## src/hw/vrv_map.svh

```systemverilog
`ifndef VRV_MAP_SVH
`define VRV_MAP_SVH

// Byte offsets on the register bus
`define VRV_OFS_MEM_CTRL 8'h00
`define VRV_OFS_VOX_CTRL 8'h04
`define VRV_OFS_DETECT 8'h08
`define VRV_OFS_START_LO 8'h0c
`define VRV_OFS_START_HI 8'h10
`define VRV_OFS_Y_ADDR 8'h14
`define VRV_OFS_STOP_LO 8'h18
`define VRV_OFS_STOP_HI 8'h1c
`define VRV_OFS_IRQ_STAT 8'h20
`define VRV_OFS_IRQ_EN 8'h24
`define VRV_OFS_IRQ_CLR 8'h28

// Reset values and masks of implemented bits
`define VRV_RST_BYTE 8'h00
`define VRV_RST_IRQ 4'h0
`define VRV_MASK_MEM_CTRL 8'he3
`define VRV_MASK_HIGH_X 8'hf8
`define VRV_CMD_LSB 0
`define VRV_CMD_MSB 1

// Detect register fields and the voice control enable bit
`define VRV_DET_VOICE 7
`define VRV_DET_LVL_MSB 6
`define VRV_DET_LVL_LSB 5
`define VRV_DET_BUSY 1
`define VRV_DET_ACTIVE 0
`define VRV_VOX_EN 7

// Interrupt event bits
`define VRV_EV_DONE 0
`define VRV_EV_VOICE 1
`define VRV_EV_ENDED 2
`define VRV_EV_CONFLICT 3

`define VRV_HTRANS_NONSEQ 2'h2

`endif

```

## src/hw/vrv_pkg.sv

```systemverilog
package vrv_pkg;

    typedef struct packed {
        logic sendOrRecordSelect;
        logic memoryTypeSelect;
        logic memoryClockSelect;
        logic [1:0] instructionCode;
    } vrv_mem_ctrl_t;

    typedef struct packed {
        logic enable;
        logic [6:0] settings;
    } vrv_vox_cfg_t;

    typedef struct packed {
        logic instrDone;
        logic ifBusy;
        logic recordPlayActive;
    } vrv_serial_stat_t;

    typedef struct packed {
        logic wr;
        logic rd;
        logic [7:0] addr;
        logic [7:0] wdata;
    } vrv_bus_req_t;

    typedef struct packed {
        logic aValid;
        logic aWrite;
        logic [7:0] aAddr;
        logic readyOut;
        logic [31:0] rdata;
    } vrv_ahb_state_t;

    typedef struct packed {
        logic [2:0] s1;
        logic [2:0] s2;
        logic [2:0] s3;
        logic [2:0] level;
    } vrv_sync_state_t;

    typedef struct packed {
        logic [7:0] memCtrl;
        logic [7:0] voxCtrl;
        logic [7:0] detect;
        logic [7:0] startLo;
        logic [7:0] startHi;
        logic [7:0] yAddr;
        logic [7:0] stopLo;
        logic [7:0] stopHi;
        logic [3:0] irqStat;
        logic [3:0] irqEn;
        logic irq;
    } vrv_regs_state_t;

endpackage : vrv_pkg

```

## src/hw/vrv_regs.sv

```systemverilog
`timescale 1ns/100ps
// Operation
// RULE1: Both instruction code bits clear themselves once the instruction executes.
// RULE2: Host issues no play or record while busy and active both read one.
// RULE3: Voice flag and silence level show only while voice detection is on.
// RULE4: Detect bit 7 reads one for voice, zero for silence.
// RULE5: Detect bits 6:5 give the transmit silence level band.
// RULE6: Detect bit 1 reads one while a serial address transfer runs.
// RULE7: Detect bit 0 reads one while recording or playback runs.
// RULE8: Detect register is read-only; writes leave it unchanged.
// RULE9: Start X is 13 bits, reversed across low and high registers.
// RULE10: Y-address register holds bit-reversed address until rewritten.
// RULE11: Stop X low register holds bits 0 to 7, bit 0 at bit 7.
// RULE12: Stop X bits 8 to 12 sit in high register bits 7 to 3.
// RULE13: All registers reset to zero; unused bits read zero.
// RULE14: Select bits are stored as written and passed on unchanged.
`include "vrv_map.svh"
module vrv_regs
(
    input wire logic sys_clk,
    input wire logic rst,
    input wire logic hsel,
    input wire logic [31:0] haddr,
    input wire logic [1:0] htrans,
    input wire logic hwrite,
    input wire logic [2:0] hsize,
    input wire logic [31:0] hwdata,
    input wire logic hready,
    output logic hreadyout,
    output logic [31:0] hrdata,
    output logic hresp,
    input wire vrv_pkg::vrv_serial_stat_t serialStat,
    input wire logic voiceRaw,
    input wire logic [1:0] silenceLevelRaw,
    output vrv_pkg::vrv_mem_ctrl_t memCtrl,
    output vrv_pkg::vrv_vox_cfg_t voxCfg,
    output logic [12:0] startX,
    output logic [12:0] stopX,
    output logic [7:0] yAddress,
    output logic irq
);
    import vrv_pkg::*;

    vrv_regs_state_t st_r;
    vrv_regs_state_t st_nxt;
    vrv_bus_req_t req;
    logic [7:0] rdByte;
    logic [2:0] voxSync;
    logic [7:0] detectNow;
    logic [3:0] events;
    logic [3:0] irqClear;
    logic cmdWrite;
    logic [7:0] rdStartHi;
    logic [7:0] rdStopHi;

    // Address bit 0 sits in the register's most significant bit
    function automatic logic [7:0] bitRev(input logic [7:0] v);
        logic [7:0] r;
        r = '0;
        for (int i = 0; i < 8; i++)
        begin
            r[i] = v[7 - i];
        end
        return r;
    endfunction : bitRev

    // Joins a low and a high register into one 13-bit address
    function automatic logic [12:0] joinX(
        input logic [7:0] lo,
        input logic [7:0] hi
    );
        logic [7:0] h;
        h = bitRev(hi);
        return {h[4:0], bitRev(lo)};
    endfunction : joinX

    function automatic logic hits(
        input logic [7:0] addr,
        input logic [7:0] ofs
    );
        return addr == ofs;
    endfunction : hits

    vrv_ahb_if u_bus
    (
        .sys_clk(sys_clk),
        .rst(rst),
        .hsel(hsel),
        .haddr(haddr),
        .htrans(htrans),
        .hwrite(hwrite),
        .hwdata(hwdata),
        .hready(hready),
        .hreadyout(hreadyout),
        .hrdata(hrdata),
        .hresp(hresp),
        .rdByte(rdByte),
        .req(req)
    );

    // Detector levels come from the analog side and are synchronised
    vrv_sync u_voxSync
    (
        .sys_clk(sys_clk),
        .rst(rst),
        .rawIn({voiceRaw, silenceLevelRaw}),
        .syncOut(voxSync)
    );

    // Fresh detect value; voice fields forced to zero when detection off
    always_comb
    begin
        detectNow = '0;
        if (st_r.voxCtrl[`VRV_VOX_EN]) // RULE3
        begin
            detectNow[`VRV_DET_VOICE] = voxSync[2]; // RULE4
            detectNow[`VRV_DET_LVL_MSB:`VRV_DET_LVL_LSB] =
                voxSync[1:0]; // RULE5
        end
        detectNow[`VRV_DET_BUSY] = serialStat.ifBusy; // RULE6
        detectNow[`VRV_DET_ACTIVE] = serialStat.recordPlayActive; // RULE7
    end

    assign cmdWrite = req.wr && hits(req.addr, `VRV_OFS_MEM_CTRL);

    // Interrupt sources
    always_comb
    begin
        events = '0;
        events[`VRV_EV_DONE] = serialStat.instrDone;
        events[`VRV_EV_VOICE] = detectNow[`VRV_DET_VOICE]
            && !st_r.detect[`VRV_DET_VOICE];
        events[`VRV_EV_ENDED] = st_r.detect[`VRV_DET_ACTIVE]
            && !detectNow[`VRV_DET_ACTIVE];
        // Command written while the interface is both busy and active
        events[`VRV_EV_CONFLICT] = cmdWrite
            && (req.wdata[`VRV_CMD_MSB:`VRV_CMD_LSB] != 2'h0)
            && st_r.detect[`VRV_DET_BUSY]
            && st_r.detect[`VRV_DET_ACTIVE]; // RULE2
    end

    always_comb
    begin
        irqClear = '0;
        if (req.wr && hits(req.addr, `VRV_OFS_IRQ_CLR))
        begin
            irqClear = req.wdata[3:0];
        end
    end

    always_comb
    begin
        st_nxt = st_r;
        st_nxt.detect = detectNow; // RULE8
        // Execution clears the code; a host write in the same cycle wins
        if (serialStat.instrDone)
        begin
            st_nxt.memCtrl[`VRV_CMD_MSB:`VRV_CMD_LSB] = 2'h0; // RULE1
        end
        if (cmdWrite)
        begin
            st_nxt.memCtrl = req.wdata & `VRV_MASK_MEM_CTRL; // RULE14
        end
        if (req.wr)
        begin
            if (hits(req.addr, `VRV_OFS_VOX_CTRL))
            begin
                st_nxt.voxCtrl = req.wdata;
            end
            if (hits(req.addr, `VRV_OFS_START_LO))
            begin
                st_nxt.startLo = req.wdata; // RULE9
            end
            if (hits(req.addr, `VRV_OFS_START_HI))
            begin
                st_nxt.startHi = req.wdata & `VRV_MASK_HIGH_X; // RULE9
            end
            if (hits(req.addr, `VRV_OFS_Y_ADDR))
            begin
                st_nxt.yAddr = req.wdata; // RULE10
            end
            if (hits(req.addr, `VRV_OFS_STOP_LO))
            begin
                st_nxt.stopLo = req.wdata; // RULE11
            end
            if (hits(req.addr, `VRV_OFS_STOP_HI))
            begin
                st_nxt.stopHi = req.wdata & `VRV_MASK_HIGH_X; // RULE12
            end
            if (hits(req.addr, `VRV_OFS_IRQ_EN))
            begin
                st_nxt.irqEn = req.wdata[3:0];
            end
        end
        // New events win over a clear in the same cycle
        st_nxt.irqStat = (st_r.irqStat & ~irqClear) | events;
        st_nxt.irq = |(st_nxt.irqStat & st_nxt.irqEn);
    end

    assign rdStartHi = st_r.startHi;
    assign rdStopHi = st_r.stopHi;

    // Read multiplexer; unmapped addresses read zero
    always_comb
    begin
        rdByte = '0;
        unique case (1'b1)
            hits(req.addr, `VRV_OFS_MEM_CTRL):
                rdByte = st_r.memCtrl;
            hits(req.addr, `VRV_OFS_VOX_CTRL):
                rdByte = st_r.voxCtrl;
            hits(req.addr, `VRV_OFS_DETECT):
                rdByte = st_r.detect;
            hits(req.addr, `VRV_OFS_START_LO):
                rdByte = st_r.startLo;
            hits(req.addr, `VRV_OFS_START_HI):
                rdByte = rdStartHi;
            hits(req.addr, `VRV_OFS_Y_ADDR):
                rdByte = st_r.yAddr;
            hits(req.addr, `VRV_OFS_STOP_LO):
                rdByte = st_r.stopLo;
            hits(req.addr, `VRV_OFS_STOP_HI):
                rdByte = rdStopHi;
            hits(req.addr, `VRV_OFS_IRQ_STAT):
                rdByte = {4'h0, st_r.irqStat};
            hits(req.addr, `VRV_OFS_IRQ_EN):
                rdByte = {4'h0, st_r.irqEn};
            default:
                rdByte = '0;
        endcase
    end

    always_ff @(posedge sys_clk)
    begin
        if (rst)
        begin
            st_r.memCtrl <= `VRV_RST_BYTE; // RULE13
            st_r.voxCtrl <= `VRV_RST_BYTE;
            st_r.detect <= `VRV_RST_BYTE;
            st_r.startLo <= `VRV_RST_BYTE;
            st_r.startHi <= `VRV_RST_BYTE;
            st_r.yAddr <= `VRV_RST_BYTE;
            st_r.stopLo <= `VRV_RST_BYTE;
            st_r.stopHi <= `VRV_RST_BYTE;
            st_r.irqStat <= `VRV_RST_IRQ;
            st_r.irqEn <= `VRV_RST_IRQ;
            st_r.irq <= 1'b0;
        end
        else
        begin
            st_r <= st_nxt;
        end
    end

    // Outputs are wiring of registered state only
    assign memCtrl.sendOrRecordSelect = st_r.memCtrl[7]; // RULE14
    assign memCtrl.memoryTypeSelect = st_r.memCtrl[6];
    assign memCtrl.memoryClockSelect = st_r.memCtrl[5];
    assign memCtrl.instructionCode =
        st_r.memCtrl[`VRV_CMD_MSB:`VRV_CMD_LSB];
    assign voxCfg.enable = st_r.voxCtrl[`VRV_VOX_EN];
    assign voxCfg.settings = st_r.voxCtrl[6:0];
    assign startX = joinX(st_r.startLo, st_r.startHi); // RULE9
    assign stopX = joinX(st_r.stopLo, st_r.stopHi); // RULE12
    assign yAddress = bitRev(st_r.yAddr); // RULE10
    assign irq = st_r.irq;

endmodule : vrv_regs

```

## src/hw/vrv_sync.sv

```systemverilog
`timescale 1ns/100ps
module vrv_sync
(
    input wire logic sys_clk,
    input wire logic rst,
    input wire logic [2:0] rawIn,
    output logic [2:0] syncOut
);
    import vrv_pkg::*;

    vrv_sync_state_t st_r;
    vrv_sync_state_t st_nxt;

    // Level follows only once the second and third stages agree
    always_comb
    begin
        st_nxt = st_r;
        st_nxt.s1 = rawIn;
        st_nxt.s2 = st_r.s1;
        st_nxt.s3 = st_r.s2;
        if (st_r.s2 == st_r.s3)
        begin
            st_nxt.level = st_r.s3;
        end
    end

    always_ff @(posedge sys_clk)
    begin
        if (rst)
        begin
            st_r <= '0;
        end
        else
        begin
            st_r <= st_nxt;
        end
    end

    assign syncOut = st_r.level;

endmodule : vrv_sync

```

## src/hw/vrv_ahb_if.sv

```systemverilog
`timescale 1ns/100ps
`include "vrv_map.svh"
module vrv_ahb_if
(
    input wire logic sys_clk,
    input wire logic rst,
    input wire logic hsel,
    input wire logic [31:0] haddr,
    input wire logic [1:0] htrans,
    input wire logic hwrite,
    input wire logic [31:0] hwdata,
    input wire logic hready,
    output logic hreadyout,
    output logic [31:0] hrdata,
    output logic hresp,
    input wire logic [7:0] rdByte,
    output vrv_pkg::vrv_bus_req_t req
);
    import vrv_pkg::*;

    vrv_ahb_state_t st_r;
    vrv_ahb_state_t st_nxt;

    // Reads take one wait state so that read data leave a flip-flop
    always_comb
    begin
        st_nxt = st_r;
        st_nxt.aValid = 1'b0;
        if (st_r.aValid && !st_r.aWrite && !st_r.readyOut)
        begin
            st_nxt.rdata = {24'h000000, rdByte};
            st_nxt.readyOut = 1'b1;
        end
        if (hsel && hready && htrans == `VRV_HTRANS_NONSEQ)
        begin
            st_nxt.aValid = 1'b1;
            st_nxt.aWrite = hwrite;
            st_nxt.aAddr = {haddr[7:2], 2'h0};
            st_nxt.readyOut = hwrite;
        end
    end

    always_ff @(posedge sys_clk)
    begin
        if (rst)
        begin
            st_r <= '0;
            st_r.readyOut <= 1'b1;
        end
        else
        begin
            st_r <= st_nxt;
        end
    end

    assign req.wr = st_r.aValid && st_r.aWrite;
    assign req.rd = st_r.aValid && !st_r.aWrite && !st_r.readyOut;
    assign req.addr = st_r.aAddr;
    assign req.wdata = hwdata[7:0];
    assign hreadyout = st_r.readyOut;
    assign hrdata = st_r.rdata;
    assign hresp = 1'b0;

endmodule : vrv_ahb_if

```

## config.mk

```make
export PLATFORM = sky130hd
export DESIGN_NAME = vrv_regs
export DESIGN_NICKNAME = d
export VERILOG_FILES = /design/src/hw/vrv_pkg.sv /design/src/hw/vrv_regs.sv /design/src/hw/vrv_sync.sv /design/src/hw/vrv_ahb_if.sv
export VERILOG_INCLUDE_DIRS = /design/src /design/src/hw
export SDC_FILE = /design/constraint.sdc
export NUM_CORES = 1
export LEC_CHECK = 0
export BUFFER_PORTS_ARGS = -buffer_cell sky130_fd_sc_hd__buf_2
export CAP_MARGIN = 20
export CORE_ASPECT_RATIO = 1.4
export CORE_MARGIN = 5
export CORE_UTILIZATION = 42
export CTS_CLUSTER_DIAMETER = 80
export DETAILED_ROUTE_END_ITERATION = 8
export PLACE_DENSITY = 0.71
export SYNTH_ARGS = -nofsm -noshare
export SYNTH_HDL_FRONTEND = slang
export SYNTH_HIERARCHICAL = 1
export SYNTH_SLANG_ARGS = --single-unit
```

## constraint.sdc

```tcl
create_clock -name sys_clk -period 1.85 [get_ports sys_clk]
set_clock_uncertainty 0.15 [all_clocks]
set_input_delay 0.185 -clock sys_clk [delete_from_list [all_inputs] [get_ports sys_clk]]
set_output_delay 0.185 -clock sys_clk [all_outputs]
set_load 0.005 [all_outputs]
```

### Word-level counts from Yosys, hierarchy flattened

Cells that the tools add are included.

| operators by class | value |
|---|---|
| mux-type cells | 9 |
| equal/unequal tests | 12 |
| order comparisons | 0 |
| multiply operators | 0 |
| add/sub/neg operators | 0 |
| shift-type cells | 0 |
| div/mod/pow operators | 0 |
| reduce and logical (&&, ||, !) cells | 28 |
| bitwise logic cells | 5 |

Operator list:

| kind | count |
|---|---|
| $pmux 8 s10 | 1 |
| $mux 33 | 1 |
| $eq 6x3->1 const B | 4 |
| $eq 6x4->1 const B | 3 |
| $eq 6x2->1 const B | 2 |
| $logic_and 1x1->1 | 12 |
| $mux 4 | 3 |
| $reduce_and 2->1 | 6 |
| $mux 11 | 1 |
| $and 4x4->4 | 2 |
| $logic_not 8->1 | 1 |
| $eq 6x1->1 const B | 1 |
| $reduce_bool 2->1 | 3 |
| $logic_not 1->1 | 4 |
| $mux 2 | 2 |
| $not 4->4 | 1 |
| $or 4x4->4 | 1 |
| $reduce_or 4->1 | 1 |
| $eq 3x3->1 | 1 |
| $mux 3 | 1 |
| $eq 2x2->1 const B | 1 |
| $reduce_or 2->1 | 1 |
| $not 1->1 | 1 |

| storage, ports and cells | value |
|---|---|
| latch bits | 0 |
| memory bits (writable) | 0 |
| memory bits (read-only) | 0 |
| memories | 0 |
| bits in registers | 93 |

### Logic depth before layout (Yosys ltp)

| depth | value |
|---|---|
| word-level depth | 8 |
| depth in mapped cells | 10 |
| gate-level depth less buffers | 6 |

### By module

The synthesis kept the hierarchy.

Modules (own cells, without submodules):

| module | seq. area each (sq um) | cells an instance | times used | area each (sq um) |
|---|---|---|---|---|
| vrv_regs | 1221.2 | 363 | 1 | 3213.1 |
| vrv_ahb_if | 340.3 | 118 | 1 | 1036.0 |
| vrv_sync | 240.2 | 40 | 1 | 426.7 |

### Worst setup path after synthesis

Ideal clock, no wire load.

| timing | value |
|---|---|
| path type | reg-to-reg |
| start | reg u_bus.st_r, in the netlist u_bus/req[11] |
| end | reg u_bus.st_r, in the netlist u_bus/hrdata[1] |
| arrival | 1689 ps |
| cell stages (with the launch flop) | 11 |
| buffers on the path | 4 |
| path slack | -55 ps |
| cells stage by stage | dfxtp_1 buf_4 buf_4 nor4b_2 buf_2 and2_1 buf_4 a22oi_1 o2111ai_1 nand2_1 a21oi_2 |

| between the ends | value |
|---|---|
| word-level cells in the longest chain between the ends | 2 |
| elaborated cells between the ends (all ways) | 11 |

Ends and longest elaborated chain:

| what | line | source |
|---|---|---|
| from (decl) | vrv_ahb_if.sv:21 | `vrv_ahb_state_t st_r;` |
| from (signal assigned) | vrv_ahb_if.sv:52 | `st_r <= st_nxt;` |
| $eq 6x4->1 (tied with other cells) | vrv_regs.sv:81 | `return addr == ofs;` |
| $pmux 8 s10 * | vrv_regs.sv:207 | `unique case (1'b1)` |
| net rdByte[1] | vrv_regs.sv:47 | `logic [7:0] rdByte;` |

Mark *: on every way through the listed nets, which the timed path passes. The rest lies on a longest branch.
A chain may end at the register's enable or synchronous reset.

### Final worst setup path

| timing | value |
|---|---|
| start | reg u_bus.st_r, in the netlist u_bus/req[12] |
| end | reg u_bus.st_r, in the netlist u_bus/hrdata[2] |

Same word-level chain as after synthesis.

==> metrics.log <==
[metrics] antenna violations before repair: 0
[metrics] placed cell area: 4890 um2
[metrics] kind of end point of the critical path: flip-flop
[metrics] post-DR vias/cell: 5.24
[metrics] kind of cell adding the most delay to the critical path: simple AND/OR/NAND/NOR gates
[metrics] Clock Path Buffers: 2
[metrics] fraction of synthesis flops using an asynchronous set or reset pin: 0%
[metrics] number of cells on the critical path: 6
[metrics] top-level I/O count: 162
[metrics] length in cells of the worst reg-to-reg path: 6
[metrics] wire length of the first global-routing pass: 18,300 um
[metrics] cell type with the largest total area after synthesis: sky130_fd_sc_hd__dfxtp_1
[metrics] outcome: finished, violations left
[metrics] leftover overflow at the end of global routing: 0
[metrics] CTS tree: yes
[metrics] critical-path cell list: or4_4 -> nor2_4 -> a22oi_2 -> o211ai_1 -> nand2_1 -> a21oi_2
[metrics] CTS H-Tree Depth: 3
[metrics] total track usage: 17.4%
[metrics] DRC violation count after routing: 0
[metrics] Critical Path Fanout Max: 5
[metrics] achievable clock frequency: 519 MHz
[metrics] HPWL after DPL: 8870 um
[metrics] number of pins exceeding their max-slew limit in the final report: 0
[metrics] number of filler instances in the final layout: 985
[metrics] Routed WL per cell: 16.8 um
[metrics] type of the most critical hold path: in2reg
[metrics] maximum number of pins on one net before global-route repair: 55
[metrics] violated checks: setup timing
[metrics] die span in y: 135 um
[metrics] synth unique cells: 58
[metrics] DRT Wirelength: 12,200 um
[metrics] Period Utilization, post-route: 104%
[metrics] total die area: 13,400 um2
[metrics] sequential element share of the synthesized area: 38.5%
[metrics] fin util: 51.4%
[metrics] first-pass detailed-route iteration total: 7
[metrics] # nets final: 659
[metrics] number of buffers created by CTS: 9
[metrics] destination of the worst register-to-register timing path: u_bus/hrdata[2]$_SDFFE_PP0P_
[metrics] critical-path cell with the highest stage delay: sky130_fd_sc_hd__or4_4
[metrics] capturing element of the worst setup path: u_bus/hrdata[2]$_SDFFE_PP0P_
[metrics] Final ANT Viol Nets: 0
[metrics] most area-consuming cells after synthesis: sky130_fd_sc_hd__dfxtp_1, sky130_fd_sc_hd__buf_4, sky130_fd_sc_hd__mux2i_1
[metrics] worst path arrival time: 2.05 ns
[metrics] CTS Root Cell: sky130_fd_sc_hd__clkbuf_16
[metrics] areal power density over the cells: 714 nW/um2
[metrics] global placement routability congestion: 0.885
[metrics] # diodes: 0
[metrics] Iteration-0 DRC Markers: 218
[metrics] Warnings, synthesis: 6
[metrics] Setup WS post-layout: -0.0755 ns
[metrics] Top FF cell, synth: sky130_fd_sc_hd__dfxtp_1
[metrics] Finish-stage setup viols: 7
[metrics] post-synthesis register bit count: 90
[metrics] share of final-layout standard cells stronger than drive strength 1: 35.8%
[metrics] reg-to-reg critical path startpoint: u_bus/req[12]$_SDFFE_PP0P_
[metrics] most frequent standard cell in the layout excluding fill and tap cells: sky130_fd_sc_hd__dfxtp_1
[metrics] number of synthesized flops with an enable pin: 0
[metrics] via count: 3,802
[metrics] unrepaired setup endpoints after global routing: yes
[metrics] Reg2Reg Setup Slack: -0.08 ns
[metrics] share of the synthesized area in the top cell type: 38.5%
[metrics] min Tclk post-route: 1.93 ns
[metrics] WP buf/inv: 0
[metrics] post-synth design cell area: 4680 um2
[metrics] mean area per synthesized cell: 8.97 um2
[metrics] die width: 99.2 um
[metrics] path type of the worst setup path: reg2reg
[metrics] number of standard cells after synthesis: 521
[metrics] final instance area: 5580 um2
[metrics] startpoint types: flip-flop
[metrics] core area: 10,900 um2
[metrics] largest incremental delay on the critical path: 0.56 ns
[metrics] number of max-cap violations: 0
[metrics] via count of the first global-routing pass: 3,536
[metrics] most frequent cells in the layout: sky130_fd_sc_hd__dfxtp_1, sky130_fd_sc_hd__buf_2, sky130_fd_sc_hd__nand2_1
[metrics] Worst Setup SP: u_bus/req[12]$_SDFFE_PP0P_
[metrics] starting density of the core: 43.0%
[metrics] TritonCTS Sinks: 90
[metrics] Setup WS pre-CTS: -0.106 ns
[metrics] later-pin clock latency in the skew report: 0.34 ns
[metrics] port bufs: 83
[metrics] critical path required time: 1.98 ns
[metrics] final hold violation count: 0
[metrics] area grow syn2layout: 19.4%
[metrics] clock input transition at the sequential cells of the worst setup and hold paths: 0.07 ns
[metrics] leakage dissipation: 0.00247 uW
[metrics] worst ir drop on vdd: 490 uV
[metrics] placement row count: 45
-- per-stage QoR --
stage / total power, uW / std cells / TNS (ns) / hold slack (ns)
floorplan: 2190 / 547 / 0 / 0.156
global placement: 2210 / 688 / -0.879 / 0.244
detailed placement: 2220 / 688 / -1.28 / 0.248
CTS: 4000 / 719 / -0.271 / 0.00976
global route: 4100 / 725 / -0.915 / 0.0256
finish: 3990 / 725 / -0.218 / 0.0155
-- timing repair --
| item | in CTS | in global routing |
|---|---|---|
| buffers inserted | 1 | 6 |
| pin swaps | 10 | 21 |
| hold endpoints to repair | 15 | 0 |
| endpoints found under the setup margin | 30 | 26 |
| gates cloned | 1 | 0 |
| gates resized for setup | 30 | 23 |
| hold buffers | 14 | 0 |
-- cell usage after synthesis (6+ instances only) --
library cell               count
sky130_fd_sc_hd__nand4_1       6
sky130_fd_sc_hd__a22o_1        8
sky130_fd_sc_hd__a32oi_1       7
sky130_fd_sc_hd__nand3_1      25
sky130_fd_sc_hd__nor2_1       38
sky130_fd_sc_hd__a22oi_1      12
sky130_fd_sc_hd__nand2_1      48
sky130_fd_sc_hd__buf_2        10
sky130_fd_sc_hd__a21oi_1      32
sky130_fd_sc_hd__buf_4       102
sky130_fd_sc_hd__a21oi_2       8
sky130_fd_sc_hd__mux2i_1      31
sky130_fd_sc_hd__clkbuf_1     15
sky130_fd_sc_hd__dfxtp_1      90
sky130_fd_sc_hd__nor2b_1      12
-- how the worst min path moves through the flow --
| stage | startpoint | end | slack (ns) | cells past startpoint |
|---|---|---|---|---|
| 2_1_floorplan | serialStat[2] | st_r[5]$_SDFF_PP0_ | 0.16 | 2 |
| 3_3_place_gp | silenceLevelRaw[1] | u_voxSync/st_nxt[7]$_SDFF_PP0_ | 0.24 | 2 |
| 3_5_place_dp | silenceLevelRaw[0] | u_voxSync/st_nxt[6]$_SDFF_PP0_ | 0.25 | 2 |
| 4_1_cts | hwdata[7] | yAddress[0]$_SDFFE_PP0P_ | 0.01 | 3 |
| 5_1_grt | hwdata[7] | memCtrl[4]$_SDFFE_PP0N_ | 0.03 | 3 |
| 6_report | hwdata[7] | voxCfg[7]$_SDFFE_PP0P_ | 0.02 | 3 |
-- logic make-up after synthesis --
| group | after synthesis | synth area share [%] |
|---|---|---|
| buffers and inverters | 135 | 19.7 |
| multiplexers | 33 | 7.12 |
| XOR/XNOR | 3 | 0.562 |
| flip-flops | 90 | 38.5 |
| AND/OR/NAND/NOR | 168 | 19.6 |
| AO/OA/AOI/OAI | 91 | 14.4 |
| other | 1 | 0.0802 |
-- power by group --
part           internal, uW  leakage (uW)  switching, uW
sequential             1950      0.000732           13.4
clock                  1020      0.000134            750
combinational           114       0.00160            141
-- worst reg2reg max path, stage by stage (launching register included) --
cell and delay, ns:
sky130_fd_sc_hd__dfxtp_4 0.36, sky130_fd_sc_hd__or4_4 0.56, sky130_fd_sc_hd__nor2_4 0.25, sky130_fd_sc_hd__a22oi_2 0.08, sky130_fd_sc_hd__o211ai_1 0.22, sky130_fd_sc_hd__nand2_1 0.12, sky130_fd_sc_hd__a21oi_2 0.12
-- layout make-up --
cell class | count | area, um2 | area share (%)
Tap cell | 141 | 176 | 3.16
Clock inverter | 3 | 22.5 | 0.403
Multi-Input combinational cell | 322 | 2220 | 39.7
Timing Repair Buffer | 150 | 1040 | 18.6
Clock buffer | 13 | 270 | 4.84
Sequential cell | 90 | 1820 | 32.6
Inverter | 6 | 35.0 | 0.627
-- metal layers --
layer,global-route usage (%),wire length (um),vias up
li1,-,-,1809
met4,11.7,665,0
met1,19.2,4520,1787
met5,0,0,-
met3,3.72,794,40
met2,29.7,6200,166
-- flip-flops by register name, summed over array words and instances (netlist names), 6 cells and up --
| register | flops |
|---|---|
| u_bus/hrdata | 8 |
| stopX | 8 |
| u_bus/req | 6 |
| u_voxSync/st_nxt | 6 |
| st_r | 13 |
| yAddress | 8 |
| voxCfg | 8 |
| startX | 8 |
Power figures use the tool's default switching activity.
